<file path="config.mk">
export PLATFORM = sky130hd
export DESIGN_NAME = tcdma_top
export DESIGN_NICKNAME = d
export VERILOG_FILES = /design/src/include/tcdma_pkg.sv /design/src/verilog/tcdma_top.sv
export VERILOG_INCLUDE_DIRS = /design/src /design/src/include
export SDC_FILE = /design/constraint.sdc
export NUM_CORES = 1
export LEC_CHECK = 0
export BUFFER_PORTS_ARGS = -buffer_cell sky130_fd_sc_hd__clkbuf_2
export CORE_UTILIZATION = 65
export CTS_BUF_LIST = sky130_fd_sc_hd__clkbuf_8
export DETAILED_ROUTE_END_ITERATION = 10
export PLACE_DENSITY_LB_ADDON = 0.12
export SYNTH_ARGS = -nofsm -noshare
export SYNTH_HDL_FRONTEND = slang
export SYNTH_SLANG_ARGS = --single-unit
</file>
<file path="constraint.sdc">
create_clock -name REF_CLK -period 12.55 [get_ports REF_CLK]
set_clock_uncertainty 0.05 [all_clocks]
set_input_delay 3.1375 -clock REF_CLK [delete_from_list [all_inputs] [get_ports REF_CLK]]
set_output_delay 3.1375 -clock REF_CLK [all_outputs]
set_load 0.01 [all_outputs]
</file>
<file path="src/include/tcdma_map.svh">
// Constants for the two channel transfer engine.
// Assumes inclusion by the package, the design file and the testbench.
`ifndef TCDMA_MAP_SVH
`define TCDMA_MAP_SVH
`define TCDMA_CHANNELS 2
`define TCDMA_ADDR_W 20
`define TCDMA_COUNT_W 16
`define TCDMA_REQ_DELAY 4
`define TCDMA_SRC_PIN 2'h0
`define TCDMA_SRC_TIMER 2'h1
`define TCDMA_SRC_SOFT 2'h2
`define TCDMA_STEP_KEEP 2'h0
`define TCDMA_STEP_INC 2'h1
`define TCDMA_STEP_DEC 2'h2
`endif

</file>
<file path="src/include/tcdma_pkg.sv">
// Types for the two channel transfer engine.
// Assumes tcdma_map.svh is on the include path.
`include "tcdma_map.svh"
package tcdma_pkg;
	typedef struct packed {
		logic armed;
		logic [1:0] req_src;
		logic dest_sync;
		logic word;
		logic src_io;
		logic dst_io;
		logic [1:0] src_step;
		logic [1:0] dst_step;
		logic stop_at_zero;
		logic [`TCDMA_ADDR_W-1:0] src_ptr;
		logic [`TCDMA_ADDR_W-1:0] dst_ptr;
		logic [`TCDMA_COUNT_W-1:0] count;
	} tcdma_cfg_s;
	typedef struct packed {
		logic write;
		logic io;
		logic word;
		logic [`TCDMA_ADDR_W-1:0] addr;
		logic [15:0] wdata;
	} tcdma_cyc_s;
	typedef enum logic [2:0] {
		ST_IDLE = 3'b000,
		ST_FETCH = 3'b001,
		ST_FETCH_HI = 3'b010,
		ST_DEPOSIT = 3'b011,
		ST_DEPOSIT_HI = 3'b100,
		ST_DONE = 3'b101
	} tcdma_state_e;
endpackage

</file>
<file path="src/verilog/tcdma_top.sv">
// Two channel transfer engine driving the bus cycle engine.
// Assumes the bus cycle engine answers each cycle with a one cycle done.
//
// What this block does
// - Two identical, independent channels.
// - Request source: pin, timer or software.
// - Full memory and I/O reach, bytes or words.
// - Transfer starts on source, destination or software.
// - Engine makes bus signals; channel gives addresses.
// - No acknowledge output toward the peripheral.
// - Run while request active; zero count stops it only if stop_at_zero is set or the source is software.
// - Fetch into holding register, then deposit.
// - Fetch and deposit never split by others.
// - Source and destination space chosen separately.
// - Peripheral register space reachable like any address.
// - Byte or word per channel, bus-width handling.
// - Odd word on a 16-bit bus: two fetches from an odd source, two deposits to an odd destination.
// - 20-bit pointers step up, down or hold.
// - 16-bit count drops per transfer; optional stop.
// - Request pins sampled; start four clocks later.
`timescale 1ns/1ps
`include "tcdma_map.svh"
module tcdma_top #(
	parameter int BUS_W = 16
) (
	input wire logic REF_CLK,
	input wire logic RST_N,
	input wire tcdma_pkg::tcdma_cfg_s CFG0,
	input wire tcdma_pkg::tcdma_cfg_s CFG1,
	input wire logic [1:0] LOAD,
	input wire logic [1:0] SUSPEND,
	input wire logic [1:0] XFER_REQ,
	input wire logic TIMER_TICK,
	output logic CYC_VALID,
	input wire logic CYC_READY,
	output tcdma_pkg::tcdma_cyc_s CYC,
	input wire logic CYC_DONE,
	input wire logic [15:0] CYC_RDATA,
	output logic [1:0] ARMED,
	output logic [1:0] CH_BUSY,
	output logic [31:0] COUNTS
);
	import tcdma_pkg::*;

	if (BUS_W != 8 && BUS_W != 16) begin : g_bad_bus_w
		$error("BUS_W must be 8 or 16.");
	end

	tcdma_cfg_s cfg [2];
	logic [1:0] req_q;
	logic [2:0] req_age [2];
	logic [1:0] tick_pend;
	tcdma_state_e state;
	logic ch;
	logic [15:0] hold;
	logic [1:0] idle_wait;
	logic [1:0] want;
	logic [1:0] buf_v;
	tcdma_cyc_s buf_d [2];
	logic push;
	tcdma_cyc_s push_d;
	logic split;
	logic src_hi, dst_hi;

	function automatic logic [`TCDMA_ADDR_W-1:0] step_ptr(
		input logic [`TCDMA_ADDR_W-1:0] p, input logic [1:0] mode,
		input logic word);
		logic [`TCDMA_ADDR_W-1:0] d;
		d = word ? `TCDMA_ADDR_W'(2) : `TCDMA_ADDR_W'(1);
		if (mode == `TCDMA_STEP_INC)
			return p + d;
		else if (mode == `TCDMA_STEP_DEC)
			return p - d;
		return p;
	endfunction

	// Request pins are registered once, standing in for the clock sample.
	always_ff @(posedge REF_CLK) begin
		if (!RST_N)
			req_q <= 2'h0;
		else
			req_q <= XFER_REQ;
	end

	// A request must have been seen four clocks before it may start.
	always_ff @(posedge REF_CLK) begin
		for (int i = 0; i < 2; i++) begin
			if (!RST_N)
				req_age[i] <= 3'h0;
			else if (!req_q[i])
				req_age[i] <= 3'h0;
			else if (req_age[i] != 3'(`TCDMA_REQ_DELAY))
				req_age[i] <= req_age[i] + 3'h1;
		end
	end

	always_ff @(posedge REF_CLK) begin
		for (int i = 0; i < 2; i++) begin
			if (!RST_N)
				tick_pend[i] <= 1'b0;
			else if (TIMER_TICK)
				tick_pend[i] <= 1'b1;
			else if (LOAD[i])
				tick_pend[i] <= 1'b0;
			else if (state == ST_DONE && ch == 1'(i))
				tick_pend[i] <= 1'b0;
		end
	end

	always_comb begin
		for (int i = 0; i < 2; i++) begin
			unique case (cfg[i].req_src)
			`TCDMA_SRC_PIN:
				want[i] = req_age[i] == 3'(`TCDMA_REQ_DELAY);
			`TCDMA_SRC_TIMER:
				want[i] = tick_pend[i];
			default:
				want[i] = 1'b1;
			endcase
			want[i] = want[i] && cfg[i].armed && !SUSPEND[i];
		end
	end

	// Odd words on a wide bus take two cycles in each phase whose pointer is odd.
	assign split = cfg[ch].word && BUS_W == 16;
	assign src_hi = BUS_W == 16 && cfg[ch].src_ptr[0];
	assign dst_hi = BUS_W == 16 && cfg[ch].dst_ptr[0];

	// Sequencer; one channel owns the engine from fetch to deposit.
	always_ff @(posedge REF_CLK) begin
		if (!RST_N) begin
			state <= ST_IDLE;
			ch <= 1'b0;
			idle_wait <= 2'h0;
		end else begin
			unique case (state)
			ST_IDLE:
				if (idle_wait != 2'h0)
					idle_wait <= idle_wait - 2'h1;
				else if (want[0] || want[1]) begin
					// Fixed order favours channel 0 when both ask.
					ch <= want[0] ? 1'b0 : 1'b1;
					state <= ST_FETCH;
				end
			ST_FETCH:
				if (CYC_DONE)
					state <= (split && cfg[ch].src_ptr[0]) ?
						ST_FETCH_HI : ST_DEPOSIT;
			ST_FETCH_HI:
				if (CYC_DONE)
					state <= ST_DEPOSIT;
			ST_DEPOSIT:
				if (CYC_DONE)
					state <= (split && cfg[ch].dst_ptr[0]) ?
						ST_DEPOSIT_HI : ST_DONE;
			ST_DEPOSIT_HI:
				if (CYC_DONE)
					state <= ST_DONE;
			ST_DONE: begin
				state <= ST_IDLE;
				// Three idle states let a destination drop its request.
				idle_wait <= cfg[ch].dest_sync ? 2'h2 : 2'h0;
			end
			default:
				state <= ST_IDLE;
			endcase
		end
	end

	// Holding register between fetch and deposit.
	always_ff @(posedge REF_CLK) begin
		if (!RST_N)
			hold <= 16'h0000;
		else if (CYC_DONE && state == ST_FETCH)
			hold <= src_hi ?
				{8'h00, CYC_RDATA[15:8]} : CYC_RDATA;
		else if (CYC_DONE && state == ST_FETCH_HI)
			hold <= {CYC_RDATA[7:0], hold[7:0]};
	end

	// Channel state: pointers, count and arming.
	always_ff @(posedge REF_CLK) begin
		for (int i = 0; i < 2; i++) begin
			if (!RST_N)
				cfg[i] <= '0;
			else if (LOAD[i])
				cfg[i] <= i == 0 ? CFG0 : CFG1;
			else if (state == ST_DONE && ch == 1'(i)) begin
				cfg[i].src_ptr <= step_ptr(cfg[i].src_ptr,
					cfg[i].src_step, cfg[i].word);
				cfg[i].dst_ptr <= step_ptr(cfg[i].dst_ptr,
					cfg[i].dst_step, cfg[i].word);
				cfg[i].count <= cfg[i].count - 16'h0001;
				if (cfg[i].count == 16'h0001 && (cfg[i].stop_at_zero ||
						cfg[i].req_src == `TCDMA_SRC_SOFT))
					cfg[i].armed <= 1'b0;
			end
		end
	end

	// Cycle request for the current phase; space bits pass untouched.
	always_comb begin
		push_d = '0;
		if (state == ST_FETCH || state == ST_FETCH_HI) begin
			push_d.word = cfg[ch].word && !src_hi;
			push_d.io = cfg[ch].src_io;
			push_d.addr = cfg[ch].src_ptr +
				(state == ST_FETCH_HI ? `TCDMA_ADDR_W'(1) : '0);
		end else begin
			push_d.word = cfg[ch].word && !dst_hi;
			push_d.write = 1'b1;
			push_d.io = cfg[ch].dst_io;
			push_d.addr = cfg[ch].dst_ptr +
				(state == ST_DEPOSIT_HI ? `TCDMA_ADDR_W'(1) : '0);
			push_d.wdata = state == ST_DEPOSIT_HI ? {8'h00, hold[15:8]} :
				dst_hi ? {hold[7:0], 8'h00} : hold;
		end
	end

	// One request per phase; the bus engine's done retires the phase.
	logic issued;
	always_ff @(posedge REF_CLK) begin
		if (!RST_N)
			issued <= 1'b0;
		else if (CYC_DONE)
			issued <= 1'b0;
		else if (push)
			issued <= 1'b1;
	end
	assign push = !issued && !buf_v[1] &&
		state inside {ST_FETCH, ST_FETCH_HI, ST_DEPOSIT, ST_DEPOSIT_HI};

	// Two-entry buffer toward the engine so a stall loses no cycle.
	always_ff @(posedge REF_CLK) begin
		if (!RST_N) begin
			buf_v <= 2'h0;
			buf_d[0] <= '0;
			buf_d[1] <= '0;
		end else begin
			if (CYC_VALID && CYC_READY) begin
				buf_d[0] <= buf_v[1] ? buf_d[1] : push_d;
				buf_v <= {1'b0, buf_v[1] || push};
			end else if (push) begin
				if (buf_v[0]) begin
					buf_d[1] <= push_d;
					buf_v[1] <= 1'b1;
				end else begin
					buf_d[0] <= push_d;
					buf_v[0] <= 1'b1;
				end
			end
		end
	end

	assign CYC_VALID = buf_v[0];
	assign CYC = buf_d[0];
	// No acknowledge output exists; external logic may decode one.
	assign ARMED = {cfg[1].armed, cfg[0].armed};
	assign CH_BUSY = {state != ST_IDLE && ch, state != ST_IDLE && !ch};
	assign COUNTS = {cfg[1].count, cfg[0].count};
endmodule
</file>
==> qor.yml <==
finish:
  final_cell_area_sq_um: 18600
  layout_commonest_cell: "clkbuf_2"
  final_cell_mix: "clkbuf_2, edfxtp_1, nand2_1"
  final_core_util_pct: 74.0
  drive_above_1_share_pct: 18.2
  num_antenna_cells: 0
  area_growth_syn_to_layout_pct: 12.1
  nets: 2138
floorplanning:
  core_sq_um: 25100
  die_area_sq_um: 26100
  rows: 58
  initial_utilization_pct: 66.0
  die_w_um: 162
  ios: 239
  die_h_um: 162
setup_path:
  r2r_end: "buf_d[0][32]$_DFFE_PP_"
  r2r_slack_ns: 8.17
  cpPeakStageDelay_ns: 0.98
  crit_path_top_delay_cell: "nor2_1"
  worst_path_dominant_cell_family: "simple AND/OR/NAND/NOR gates"
  path_class: "primary input to flop"
  cp-end-kind: "flop"
  cp_data_required_time_ns: 12.93
  cp_num_buf_inv: 3
  path_cells: "clkbuf_2, buf_4, nor2b_1, inv_1, nor2_1, a32o_1"
  start_kind: "primary input"
  arrival_ns: 5.77
  reg2regPathDepth: 14
  path_max_fanout: 68
clock_tree:
  path_clk_slew_ns: 0.05
  postCtsHoldBufs: 0
  clock_latency_ns: 0.58
  postCtsResizedCells: 0
  cts_setup_buffers: 0
  h-tree-depth: 2
  cts.sink_count: 250
  cts_buffer_depth: 3
  cts_tree: "done"
  cts-buffers-inserted: 44
  cts_root_buf: "clkbuf_8"
yosys:
  synth_edf_count: 220
  ys_warn_count: 0
  synth_fp_nets: 1947
  postSynthCellCount: 1687
  netlist.area_leader.share_pct: 39.9
  synth_cell_types: 86
  ys_seq_elements: 250
  synth_top_flop_cell: "edfxtp_1"
  post-synth-top-area-cell: "edfxtp_1"
  synthTopCellsByArea: "edfxtp_1, ha_1, nand2_1"
  synth.avg_cell_area_sq_um: 9.82
  netlist_area_sq_um: 16600
  async_flop_share_pct: 0
  yosysSeqAreaShare_pct: 43.5
worst_hold_path:
  whs_path_depth: 1
  hold_class: "flop to flop"
  hp-start: "tick_pend[0]$_SDFFE_PN0P_"
  min_to: "tick_pend[0]$_SDFFE_PN0P_"
detailed_routing:
  avgViaCountPerCell: 6.11
  drc_errors: 0
  drtIter0Drc: 1092
  drt-total-wl_mm: 41.1
  wl_per_cell_um: 18.3
  firstDrtPassIters: 5
  vias: 13700
  drtAntennaViolNets: 0
timing:
  fmax_mhz: 185
  slew_violations: 0
  rsz0062_at_grt: "no"
  fin_tns_setup_ns: 0
  finalCritPeriodShare_pct: 43.0
  max_slew_margin_pct: 19.8
  setup_viol: 0
  period_needed_ns: 5.39
  worstMarginPinSlew_ns: 1.20
  finalHoldViolations: 0
pwr:
  total_power_uw: 2460
  p_leak_uw: 0.00787
  vdd_drop_max_v: 0.000107
  p_per_area_nw_per_um2: 133
global_route:
  grt_remaining_overflow: 0
  grt_pass1_vias: 12800
  grt_pass1_wl_mm: 64.9
  grt_start_max_net_pins: 76
  antenna_found_initial: 0
  track_usage_pct: 31.2
place:
  dpl_cell_area_sq_um: 17700
  portBuffers: 238
  dpl.hpwl_mm: 30.1
  gp_congestion: 0.934
run_status:
  outcome: "completed"
flow_run:
  cap_violations: 0
routing by layer:
metal  vias up  track usage (%)  wire length [um]
met2       568             51.4             19300
li1       6560                -                 -
met4         0             11.4              1410
met5         -                0                 0
met3        91             4.90              3040
met1      6492             41.7             17300
sequential cells by signal, summed over array words and instances (netlist names), named ones only:
| register | flops |
|---|---|
| buf_d | 78 |
| state | 3 |
| req_q | 2 |
| idle_wait | 2 |
| buf_v | 2 |
| hold | 16 |
| cfg | 136 |
| req_age | 6 |
| tick_pend | 2 |
| issued | 1 |
| ch | 1 |
layout make-up:
type	count	area [sq um]
multi-input cells	1289	8660
repair buffers	250	1280
fillers	1875	6540
flip-flops and latches	250	7210
inverters	43	161
clock inverters	33	184
well taps	330	413
clock buffers	48	661
power by group:
part / leakage (uW) / switching, uW / internal [uW]
Clock: 0.000486 / 350 / 376
Sequential: 0.00262 / 66.5 / 1000
Combinational: 0.00476 / 394 / 276
per-stage QoR:
| step | cells | setup slack, ns | hold slack (ns) |
|---|---|---|---|
| 2_1_floorplan | 1687 | 6.09 | 0.420 |
| 3_3_place_gp | 2162 | 6.81 | 0.450 |
| 3_5_place_dp | 2162 | 6.68 | 0.451 |
| 4_1_cts | 2243 | 7.27 | 0.464 |
| 5_1_grt | 2243 | 6.92 | 0.482 |
| 6_report | 2243 | 7.16 | 0.459 |
worst reg2reg max path, cell delays in order, from the launching register on:
cell and delay (ns):
dfxtp_2 0.31, buf_4 0.68, mux2i_2 0.38, inv_1 0.40
ha_1 0.28, ha_1 0.20, inv_1 0.08, a211oi_2 0.30
nor4b_4 0.37, nand3_1 0.14, xor2_1 0.16, mux2i_1 0.17
a21oi_1 0.32, o21ai_1 0.09, o2bb2ai_1 0.17
worst max-delay path by stage:
stage               slack (ns)  startpoint  depth (start not counted)                   endpoint
floorplan                 6.09   CYC_READY                          1  buf_d[1][0]$_SDFFCE_PN0P_
global placement          6.81       RST_N                          6   cfg[1][40]$_SDFFCE_PP0P_
detailed placement        6.68       RST_N                          6   cfg[1][50]$_SDFFCE_PP0P_
CTS                       7.27       RST_N                          6   cfg[1][50]$_SDFFCE_PP0P_
global route              6.92       RST_N                          6   cfg[1][21]$_SDFFCE_PP0P_
finish                    7.16       RST_N                          6   cfg[1][55]$_SDFFCE_PP0P_
logic make-up after synthesis:
kind of cell | after synthesis | share of synthesized area, %
compound gates | 437 | 17.2
xor+xnor | 135 | 7.14
fa+ha+maj | 97 | 7.51
buf+inv | 148 | 4.37
flops | 250 | 43.5
mux | 59 | 3.85
simple gates | 561 | 16.4
cell usage after synthesis (6+ instances only):
library cell	number
edfxtp_1	220
nand2_1	215
nor2_1	134
o21ai_0	129
a21oi_1	102
ha_1	93
xor2_1	77
xnor2_1	58
clkbuf_1	57
mux2i_1	50
inv_1	43
and3_1	35
buf_4	35
nand3_1	35
dfxtp_1	30
a21o_1	24
nor3_1	24
and2_1	19
o211a_1	19
nor2b_1	18
a22o_1	16
a22oi_1	16
o22ai_1	15
a211oi_1	14
o21ai_1	14
o21a_1	13
or3_1	12
a32o_1	11
nand2b_1	11
nor3b_1	11
nor4_1	9
o21bai_1	7
o31ai_1	7
nand4_1	6
o2bb2ai_1	6
(Power assumes the default switching activity.)
